==> src/core/llp_defines.vh <==
`ifndef LLP_DEFINES_VH
`define LLP_DEFINES_VH

// Bus widths of the pin interface
`define LLP_DQ_W 36
`define LLP_ADDR_W 20
`define LLP_BA_W 4
`define LLP_MODE_W 24
`define LLP_NGRP 2
`define LLP_GRP_W 18
`define LLP_NQK 4

// Command/address bundle layout after synchronising
`define LLP_CA_W 28
`define LLP_CA_CS 27
`define LLP_CA_SPARE 26
`define LLP_CA_WE 25
`define LLP_CA_REF 24
`define LLP_CA_BA_HI 23
`define LLP_CA_BA_LO 20
`define LLP_CA_A_HI 19

// Storage: bank plus low column bits
`define LLP_IDX_W 6
`define LLP_COL_W 2
`define LLP_DEPTH 64
`define LLP_IDX_ODD 6'h01

// Commands as {write_enable_n, refresh_n}
`define LLP_CMD_MRS 2'h0
`define LLP_CMD_WR 2'h1
`define LLP_CMD_REF 2'h2
`define LLP_CMD_RD 2'h3

// Read sequencing
`define LLP_CNT_W 4
`define LLP_RD_LAT 4'h4
`define LLP_BEAT0 2'h0
`define LLP_BEAT1 2'h1
`define LLP_BEAT_END 2'h2

// Lanes in use per configuration
`define LLP_X18_LANES 36'h0_0003_FFFF
`define LLP_X36_LANES 36'hF_FFFF_FFFF
`define LLP_X18_QK 4'h3
`define LLP_X36_QK 4'hF

`endif

==> src/core/llp_pin_iface.v <==
`timescale 1ns/1ps
`include "llp_defines.vh"

module llp_pin_iface (
	// System
	input wire mclk,
	input wire reset_n,
	// Static straps
	input wire mirror_strap,
	input wire cfg_x36,
	// Command and address pins
	input wire ck,
	input wire cs_n,
	input wire spare_cs,
	input wire we_n,
	input wire ref_n,
	input wire [`LLP_BA_W-1:0] ba,
	input wire [`LLP_ADDR_W-1:0] addr,
	// Write data pins
	input wire [`LLP_NGRP-1:0] write_data_clock,
	input wire [`LLP_NGRP-1:0] write_byte_mask,
	input wire [`LLP_DQ_W-1:0] dq_i,
	// Read data pins
	output reg [`LLP_DQ_W-1:0] dq_o,
	output reg [`LLP_DQ_W-1:0] dq_oe,
	output reg [`LLP_NQK-1:0] read_data_clock,
	output reg [`LLP_NQK-1:0] read_data_clock_n,
	output reg [`LLP_NGRP-1:0] read_valid_flag,
	// Mode register contents
	output reg [`LLP_MODE_W-1:0] mode_settings
);

	localparam [2:0] ST_IDLE = 3'b001;
	localparam [2:0] ST_WAIT = 3'b010;
	localparam [2:0] ST_BURST = 3'b100;

	// Clamshell mounting swaps mirror-image balls pairwise
	function [`LLP_CA_W-1:0] llp_mirror;
		input [`LLP_CA_W-1:0] b;
		reg [`LLP_CA_W-1:0] m;
		begin
			m = b;
			m[`LLP_CA_CS] = b[0];
			m[0] = b[`LLP_CA_CS];
			m[5] = b[`LLP_CA_SPARE];
			m[`LLP_CA_SPARE] = b[5];
			m[`LLP_CA_WE] = b[`LLP_CA_REF];
			m[`LLP_CA_REF] = b[`LLP_CA_WE];
			m[`LLP_CA_BA_LO] = b[`LLP_CA_BA_LO+1];
			m[`LLP_CA_BA_LO+1] = b[`LLP_CA_BA_LO];
			m[`LLP_CA_BA_HI] = b[`LLP_CA_BA_HI-1];
			m[`LLP_CA_BA_HI-1] = b[`LLP_CA_BA_HI];
			m[7] = b[9];
			m[9] = b[7];
			m[2] = b[4];
			m[4] = b[2];
			m[1] = b[3];
			m[3] = b[1];
			m[15] = b[18];
			m[18] = b[15];
			m[6] = b[8];
			m[8] = b[6];
			m[19] = b[10];
			m[10] = b[19];
			m[14] = b[12];
			m[12] = b[14];
			m[16] = b[17];
			m[17] = b[16];
			m[11] = b[13];
			m[13] = b[11];
			llp_mirror = m;
		end
	endfunction

	// Slice of the data word owned by one write data clock
	function [`LLP_GRP_W-1:0] llp_slice;
		input sel;
		input [`LLP_DQ_W-1:0] w;
		begin
			if (sel)
				llp_slice = {w[35:27], w[17:9]};
			else
				llp_slice = {w[26:18], w[8:0]};
		end
	endfunction

	// Every pin passes two flops before use
	reg ck_s1_q, ck_s2_q, ck_s3_q;
	reg [`LLP_NGRP-1:0] dk_s1_q, dk_s2_q, dk_s3_q;
	reg [`LLP_NGRP-1:0] dm_s1_q, dm_s2_q;
	reg [`LLP_DQ_W-1:0] dq_s1_q, dq_s2_q;
	reg [`LLP_CA_W-1:0] ca_s1_q, ca_s2_q;
	reg strap_s1_q, strap_q, x36_s1_q, x36_q;

	always @(posedge mclk or negedge reset_n) begin
		if (!reset_n) begin
			ck_s1_q <= 1'b0;
			ck_s2_q <= 1'b0;
			ck_s3_q <= 1'b0;
			dk_s1_q <= {`LLP_NGRP{1'b0}};
			dk_s2_q <= {`LLP_NGRP{1'b0}};
			dk_s3_q <= {`LLP_NGRP{1'b0}};
			dm_s1_q <= {`LLP_NGRP{1'b0}};
			dm_s2_q <= {`LLP_NGRP{1'b0}};
			dq_s1_q <= {`LLP_DQ_W{1'b0}};
			dq_s2_q <= {`LLP_DQ_W{1'b0}};
			ca_s1_q <= {`LLP_CA_W{1'b1}};
			ca_s2_q <= {`LLP_CA_W{1'b1}};
			strap_s1_q <= 1'b0;
			strap_q <= 1'b0;
			x36_s1_q <= 1'b0;
			x36_q <= 1'b0;
		end else begin
			ck_s1_q <= ck;
			ck_s2_q <= ck_s1_q;
			ck_s3_q <= ck_s2_q;
			dk_s1_q <= write_data_clock;
			dk_s2_q <= dk_s1_q;
			dk_s3_q <= dk_s2_q;
			dm_s1_q <= write_byte_mask;
			dm_s2_q <= dm_s1_q;
			dq_s1_q <= dq_i;
			dq_s2_q <= dq_s1_q;
			ca_s1_q <= {cs_n, spare_cs, we_n, ref_n, ba, addr};
			ca_s2_q <= ca_s1_q;
			strap_s1_q <= mirror_strap;
			strap_q <= strap_s1_q;
			x36_s1_q <= cfg_x36;
			x36_q <= x36_s1_q;
		end
	end

	// Command decode
	wire [`LLP_CA_W-1:0] ca_l;
	wire ck_rise;
	wire cmd_go;
	wire [1:0] cmd;
	wire [`LLP_IDX_W-1:0] cmd_idx;
	wire wr_busy;
	wire [`LLP_NGRP-1:0] pend_all;
	wire wr_go;
	wire rd_go;

	assign ca_l = strap_q ? llp_mirror(ca_s2_q) : ca_s2_q;
	assign ck_rise = ck_s2_q & ~ck_s3_q;
	// Deselected cycles only stop decode; bursts in flight run on
	assign cmd_go = ck_rise & ~ca_l[`LLP_CA_CS];
	assign cmd = {ca_l[`LLP_CA_WE], ca_l[`LLP_CA_REF]};
	assign cmd_idx = {ca_l[`LLP_CA_BA_HI:`LLP_CA_BA_LO],
		ca_l[`LLP_COL_W-1:0]};
	assign wr_busy = |pend_all;
	assign wr_go = cmd_go & (cmd == `LLP_CMD_WR) & ~wr_busy;

	// Read burst state
	reg [2:0] st_q;
	reg [`LLP_CNT_W-1:0] cnt_q;
	reg [1:0] rbeat_q;
	reg [`LLP_IDX_W-1:0] ridx_q;
	wire [`LLP_IDX_W-1:0] rd_adr;
	wire [`LLP_DQ_W-1:0] rd_word;
	wire [`LLP_NGRP*`LLP_GRP_W-1:0] rdat_all;
	wire [`LLP_DQ_W-1:0] lanes;
	wire [`LLP_NQK-1:0] qk_used;

	assign rd_go = cmd_go & (cmd == `LLP_CMD_RD) & st_q[0];
	assign rd_adr = (rbeat_q == `LLP_BEAT0) ? ridx_q : ridx_q ^ `LLP_IDX_ODD;
	assign rd_word = {rdat_all[35:27], rdat_all[17:9],
		rdat_all[26:18], rdat_all[8:0]};
	assign lanes = x36_q ? `LLP_X36_LANES : `LLP_X18_LANES;
	assign qk_used = x36_q ? `LLP_X36_QK : `LLP_X18_QK;

	// Per write data clock: own edges, own mask, own slice of storage
	genvar g;
	generate
		for (g = 0; g < `LLP_NGRP; g = g + 1) begin : grp
			reg [`LLP_GRP_W-1:0] mem [0:`LLP_DEPTH-1];
			reg pend_q;
			reg beat_q;
			reg [`LLP_IDX_W-1:0] idx_q;
			wire dk_rise;
			wire dk_fall;
			wire take;
			wire [`LLP_IDX_W-1:0] wadr;
			wire [`LLP_GRP_W-1:0] rdat;

			assign dk_rise = dk_s2_q[g] & ~dk_s3_q[g];
			assign dk_fall = ~dk_s2_q[g] & dk_s3_q[g];
			// Beat 0 on the rising edge, beat 1 on the falling edge
			assign take = pend_q & ((~beat_q & dk_rise) |
				(beat_q & dk_fall));
			assign wadr = beat_q ? idx_q ^ `LLP_IDX_ODD : idx_q;
			assign rdat = mem[rd_adr];
			assign rdat_all[g*`LLP_GRP_W +: `LLP_GRP_W] = rdat;
			assign pend_all[g] = pend_q;

			always @(posedge mclk or negedge reset_n) begin
				if (!reset_n) begin
					pend_q <= 1'b0;
					beat_q <= 1'b0;
					idx_q <= {`LLP_IDX_W{1'b0}};
				end else if (wr_go) begin
					pend_q <= 1'b1;
					beat_q <= 1'b0;
					idx_q <= cmd_idx;
				end else if (take) begin
					beat_q <= ~beat_q;
					pend_q <= ~beat_q;
				end
			end

			// A masked beat still advances, it only skips the store
			always @(posedge mclk) begin
				if (take & ~dm_s2_q[g]) begin
					mem[wadr] <= llp_slice(g == 1, dq_s2_q);
				end
			end
		end
	endgenerate

	// Mode register set
	always @(posedge mclk or negedge reset_n) begin
		if (!reset_n) begin
			mode_settings <= {`LLP_MODE_W{1'b0}};
		end else if (cmd_go & (cmd == `LLP_CMD_MRS)) begin
			mode_settings <= ca_l[`LLP_CA_BA_HI:0];
		end
	end

	// Read clocks in use toggle every cycle so each cycle is one data beat
	always @(posedge mclk or negedge reset_n) begin
		if (!reset_n) begin
			read_data_clock <= {`LLP_NQK{1'b0}};
			read_data_clock_n <= {`LLP_NQK{1'b0}};
		end else begin
			read_data_clock <= {`LLP_NQK{~read_data_clock[0]}} &
				qk_used;
			read_data_clock_n <= {`LLP_NQK{read_data_clock[0]}} &
				qk_used;
		end
	end

	// Read sequencing
	always @(posedge mclk or negedge reset_n) begin
		if (!reset_n) begin
			st_q <= ST_IDLE;
			cnt_q <= {`LLP_CNT_W{1'b0}};
			rbeat_q <= `LLP_BEAT0;
			ridx_q <= {`LLP_IDX_W{1'b0}};
			read_valid_flag <= {`LLP_NGRP{1'b0}};
			dq_o <= {`LLP_DQ_W{1'b0}};
			dq_oe <= {`LLP_DQ_W{1'b0}};
		end else begin
			case (st_q)
			ST_IDLE: begin
				if (rd_go) begin
					ridx_q <= cmd_idx;
					cnt_q <= `LLP_RD_LAT;
					st_q <= ST_WAIT;
				end
			end
			ST_WAIT: begin
				if (cnt_q != {`LLP_CNT_W{1'b0}}) begin
					cnt_q <= cnt_q - 1'b1;
				end else if (read_data_clock[0]) begin
					// Clock falls now and rises with the first beat
					read_valid_flag <= {x36_q, 1'b1};
					rbeat_q <= `LLP_BEAT0;
					st_q <= ST_BURST;
				end
			end
			ST_BURST: begin
				case (rbeat_q)
				`LLP_BEAT0: begin
					dq_o <= rd_word & lanes;
					dq_oe <= lanes;
					rbeat_q <= `LLP_BEAT1;
				end
				`LLP_BEAT1: begin
					dq_o <= rd_word & lanes;
					read_valid_flag <= {`LLP_NGRP{1'b0}};
					rbeat_q <= `LLP_BEAT_END;
				end
				default: begin
					dq_oe <= {`LLP_DQ_W{1'b0}};
					rbeat_q <= `LLP_BEAT0;
					st_q <= ST_IDLE;
				end
				endcase
			end
			default: begin
				st_q <= ST_IDLE;
			end
			endcase
		end
	end

endmodule // llp_pin_iface

==> config.mk <==
export PLATFORM = sky130hd
export DESIGN_NAME = llp_pin_iface
export DESIGN_NICKNAME = d
export VERILOG_FILES = /design/src/core/llp_pin_iface.v
export VERILOG_INCLUDE_DIRS = /design/src /design/src/core
export SDC_FILE = /design/constraint.sdc
export NUM_CORES = 2
export LEC_CHECK = 0
export BUFFER_PORTS_ARGS = -buffer_cell sky130_fd_sc_hd__buf_4
export CAP_MARGIN = 20
export CORE_ASPECT_RATIO = 1.1
export CORE_MARGIN = 2
export CORE_UTILIZATION = 31
export CTS_CLUSTER_DIAMETER = 80
export CTS_CLUSTER_SIZE = 30
export DETAILED_ROUTE_END_ITERATION = 8
export HOLD_SLACK_MARGIN = 0.03
export PLACE_DENSITY = 0.48
export SKIP_CTS_REPAIR_TIMING = 1
export SLEW_MARGIN = 20
export SYNTH_ARGS = -nofsm -noshare
export SYNTH_HDL_FRONTEND = slang
export SYNTH_SLANG_ARGS = --single-unit
==> constraint.sdc <==
create_clock -name mclk -period 8.5 [get_ports mclk]
set_input_delay 0.85 -clock mclk [delete_from_list [all_inputs] [get_ports mclk]]
set_output_delay 0.85 -clock mclk [all_outputs]
set_load 0.02 [all_outputs]
* Word level (Yosys, flattened, before mapping) *
Memory sizes are Yosys's and may differ from the RTL's.
Cells that the tools add are included.

operators by class
  multiplexer cells = 35
  bitwise logic cells = 39
  add/sub/neg operators = 1
  eq/ne operators = 12
  reductions and logical operators = 16

operators by type and width
  kind                  number
  $pmux W36 S2          1
  $and A36 B36 Y36      1
  $mux W18              2
  $mux W36              1
  $mux W28              1
  $and A1 B1 Y1         19
  $not A1 Y1            15
  $mux W1               13
  $mux W3               4
  $mux W4               3
  $ne A2 B2 Y1 const B  6
  $pmux W2 S2           3
  $mux W2               5
  $pmux W3 S3           1
  $and A4 B4 Y4         2
  $pmux W4 S2           1
  $reduce_and A4 Y1     2
  $reduce_bool A2 Y1    4
  $reduce_and A2 Y1     3
  $reduce_and A3 Y1     2
  $eq A2 B1 Y1 const B  2
  $logic_not A2 Y1      2
  $reduce_bool A4 Y1    1
  $reduce_or A2 Y1      2
  other kinds (6)       7

word-level totals
  memories kept = 2
  bits in writable memories = 2304
  output and inout bits = 106
  logic and storage cells = 136
  bits of input ports = 73
  register bits = 276

memories
  name        depth  width  rd ports  clocked after memory_dff  wr ports  RTL line             text
  grp[0].mem  64     18     1         0                         1         llp_pin_iface.v:176  reg [`LLP_GRP_W-1:0] mem [0:`LLP_DEPTH-1];
  grp[1].mem  64     18     1         0                         1         llp_pin_iface.v:176

* Depth between registers and ports, before layout *
  depth in word-level cells = 8
  depth in mapped cells = 11
  depth with buffers taken out = 8

* Least setup slack after synthesis *
Ideal clock, no wire load.

  kind = register to register
  start = register grp[1].beat_q
  end = memory grp[1].mem[36][0] in the netlist's numbering, enable pin
  path buffers = 2
  period minus slack after synthesis = 3170 ps
  library setup time = 416 ps
  required time = 8084 ps
  setup slack = 5330 ps
  stages on the path, launching flop included = 7
  arrival time = 2754 ps
  path through = dfrtp_1 -> nor3b_1 -> nor2_1 -> or3_1 -> clkbuf_1 -> clkbuf_1 -> nor3_1

on the way
  longest elaborated chain between the ends = 7
  elaborated cells on any way between the ends = 9
  those cells by class = 3 x mux; 6 x bitwise

RTL lines
  element                        RTL line             text
  start: declaration             llp_pin_iface.v:178  reg beat_q;
  start signal: assignment       llp_pin_iface.v:206  beat_q <= ~beat_q;
  $not A1 Y1                     llp_pin_iface.v:189  assign take = pend_q & ((~beat_q & dk_rise) |
  $and A1 B1 Y1                  llp_pin_iface.v:189
  $or A1 B1 Y1                   llp_pin_iface.v:189
  $and A1 B1 Y1                  llp_pin_iface.v:189
  $and A1 B1 Y1                  llp_pin_iface.v:213  if (take & ~dm_s2_q[g]) begin
  $mux W1                        llp_pin_iface.v:213
  $mux W1 (implied by the code)  llp_pin_iface.v:214  mem[wadr] <= llp_slice(g == 1, dq_s2_q);
  end: declaration               llp_pin_iface.v:176

Several ways; a longest one is shown, not always the timed one.

* Final worst setup path *
  start = register rbeat_q[0]
  end = register dq_o[2]

on the way
  longest elaborated chain between the ends = 4
  elaborated cells on any way between the ends = 7
  those cells by class = 1 x eq/ne; 1 x mux; 1 x bitwise; 3 x reduce/logical; 1 x memory

RTL lines
  element                   RTL line                                  text
  start: declaration        llp_pin_iface.v:157                       reg [1:0] rbeat_q;
  start signal: assignment  llp_pin_iface.v:247                       rbeat_q <= `LLP_BEAT0;
  start signal: assignment  llp_pin_iface.v:267                       rbeat_q <= `LLP_BEAT0;
  start signal: assignment  llp_pin_iface.v:276                       rbeat_q <= `LLP_BEAT1;
  $logic_not A2 Y1          llp_pin_iface.v:272                       case (rbeat_q)
  $mux W1 (no line)         n/a
  $mem_v2 Z64 W18           n/a
  $and A36 B36 Y36          llp_pin_iface.v:274, llp_pin_iface.v:279
  end signal: assignment    llp_pin_iface.v:250                       dq_o <= {`LLP_DQ_W{1'b0}};
  end signal: assignment    llp_pin_iface.v:274                       dq_o <= rd_word & lanes;
  end signal: assignment    llp_pin_iface.v:279                       dq_o <= rd_word & lanes;
  end: declaration          llp_pin_iface.v:24                        output reg [`LLP_DQ_W-1:0] dq_o,

Several ways; a longest one is shown, not always the timed one.
A chain may end at the register's enable or synchronous reset.

==> impl_metrics.toml <==
[outcome]
status = "finished, final reports clean"

[floorplan]
initial_utilization_pct = 31.15
die-area_sq_um = 317800
die_width_microns = 537.7
pin_count = 179
core_area_sq_um = 311800
rows = 215
fp.dieH_microns = 591.1

[logic_synthesis]
yosysUniqueCellTypes = 43
synth_warnings = 0
avgSynthCellArea_sq_um = 14.38
synth_ff_type = "edfxtp_1"
yosysSeqAreaShare_pct = 77.43
synthArstFlopShare_pct = 9.363
synth_nets = 6830
syn_area_sq_um = 97130
ys_ff_latch = 2542
synth-edff-count = 2304
synth_cells = 6756

[cells_and_area]
syn_to_final_growth_pct = 11.22
drive_gt1_share_pct = 11.92
final_cell_mix = "2304 x edfxtp_1, 1775 x nand2_1, 637 x nand3_1"
final_common_cell = "edfxtp_1"
layout.nets = 6867
fin_util_pct = 34.65

[critical_path]
r2r_cells = 9
cp-start-kind = "flip-flop"
required_ns = 9.26
cp-startpoint = "rbeat_q[0]"
end_kind = "flip-flop"
timing.rr.start = "rbeat_q[0]"
worstSetupPathType = "reg2reg"
crit_path_max_fanout = 43
crit_arrival_ns = 5.21

[clock_tree]
root_buffer = "clkbuf_16"
clk_path_buf_depth = 3
clk_pin_slew_ns = 0.11
clock_sinks = 2542
tritoncts = "yes"
clock_latency_ns = 0.81
numCtsBuffers = 116
cts-htree-levels = 3

[route]
drt-initial-drc-count = 5908
drc = 0
ant_nets = 0
viasPerCell = 5.160
dr.pass1.iters = 5
vias = 56910
wl_mm = 295.7
avgRoutedWirePerCell_microns = 26.81

[placement]
gp_congestion = 0.7854
io_buffer_count = 178
hpwl_mm = 165.8

[timing]
finalMaxSlewViolations = 0
final.setup.tns_ns = 0
relSlewSlack_pct = 20.51
skew_ns = 0.04653
tightest_slew_ns = 1.186
fin_hold_ws_ns = 0.06035
final-hold-violation-count = 0
post-route-period-util_pct = 52.38
fmax_ghz = 0.2246
setup_viol = 0
rsz0062_at_grt = "no"
finalCriticalPeriod_ns = 4.452

[grt]
first_global_vias = 54930
antenna_found_initial = 23
grt_pass1_wl_mm = 417.5
grt_overflow_total = 0
grt_usage_pct = 18.15
grt_max_degree = 179

[worst_hold_path]
hold_class = "in2async"

[pwr]
p_leak_nw = 35.76
p_per_area_nw_per_um2 = 242.0
vdd_drop_max_v = 0.0001954

[job]
maxCapViolCount = 0
state kept, by name, summed over array words and instances (netlist names), 3 cells and up:
name,cells
grp.idx_q,6
st_q,3
mode_settings,24
ca_s1_q,28
ca_s2_q,28
cnt_q,4
grp.mem,2304
dq_o,36
ridx_q,6
dq_s2_q,36
dq_s1_q,36
Yosys cell counts, types with 3 or more instances:
cell type / instances / area share (%)
edfxtp_1: 2304 / 71
nand2_1: 1777 / 6.9
nand3_1: 637 / 3.3
mux2i_1: 329 / 3.4
clkbuf_1: 228 / 0.88
nand4_1: 194 / 1.2
a32oi_1: 181 / 1.6
dfrtp_1: 181 / 4.7
buf_2: 129 / 0.66
nor2_1: 124 / 0.48
a31oi_1: 107 / 0.69
a21oi_1: 74 / 0.38
nand4b_1: 65 / 0.59
a22oi_1: 60 / 0.46
dfstp_2: 57 / 1.5
buf_1: 50 / 0.19
buf_4: 42 / 0.32
o21ai_0: 41 / 0.21
nor3_1: 31 / 0.16
or4_1: 22 / 0.17
and2_1: 18 / 0.12
a221o_1: 15 / 0.15
a221oi_1: 10 / 0.090
nand2b_1: 10 / 0.064
inv_1: 9 / 0.035
nor2b_1: 9 / 0.058
or2_2: 7 / 0.045
or3_1: 7 / 0.045
buf_6: 6 / 0.070
nand3b_1: 5 / 0.039
nor3b_1: 5 / 0.039
a211oi_1: 3 / 0.023
a21boi_0: 3 / 0.023
and3b_1: 3 / 0.027
xnor2_1: 3 / 0.027
worst max-delay path, cell delays in order, from the launching register on:
cell,delay [ns]
dfrtp_1,0.47
o21ai_0,0.42
and2_4,0.57
buf_4,0.55
buf_4,0.58
nand2_1,0.12
a32oi_1,0.27
nand4_1,0.30
a21oi_1,0.81
or4_1,0.23
per-layer routing:
metal,up-vias,part of all wire (%),global-route usage [%]
li1,25100,-,-
met1,29810,44,25.58
met2,1753,48,29.95
met3,249,5.6,2.185
met4,4,2.0,4.000
met5,-,0.0088,0
path summary, 6_finish.rpt:
check,slack [ns],to
max,4.05,dq_o[2]
min,0.06,dq_s1_q[32]
max reg2reg,4.05,dq_o[2]
min reg2reg,0.34,dq_s2_q[26]
max in group asynchronous,6.87,dq_s2_q[20]
min in group mclk,0.15,ca_s1_q[20]
through the flow:
stage                     instances  instance area [sq um]  total power, W  worst slack, ns
after floorplan                6756                  97130         0.01713            5.330
after global placement        10800                 103900         0.01915            4.076
after detailed placement      10800                 103900         0.01917            4.102
after CTS                     11010                 108000         0.02632            4.082
after global routing          11020                 108000         0.02707            3.783
final                         11030                 108000         0.02614            4.048
final cells by class:
cell class	instances	area, sq um
timing repair buffer	374	3003
clock inverter	85	1051
clock buffer	130	3040
inverter	9	33.78
antenna	17	42.54
multi-input combinational	3750	20430
tap	4123	5159
fill	29770	203700
sequential	2542	75270
kinds of logic (layout without fill, tap and decap cells):
logic type	after synthesis	in the layout	synth area share (%)
adder cells (fa/ha/maj)	1	1	0.01288
XOR/XNOR	5	5	0.04509
AND/OR/NAND/NOR	2918	2918	13.26
buffers and inverters	464	598	2.168
flip-flops	2542	2542	77.43
other	0	17	0
multiplexers	329	329	3.390
AO/OA/AOI/OAI	497	497	3.693
power breakdown:
group	leakage [nW]	switching [W]	internal, W
sequential	23.5	0.000141	0.0137
combinational	10.3	0.00372	0.00131
clock	1.97	0.00418	0.00307
No activity file was read; power rests on OpenSTA's default activity.
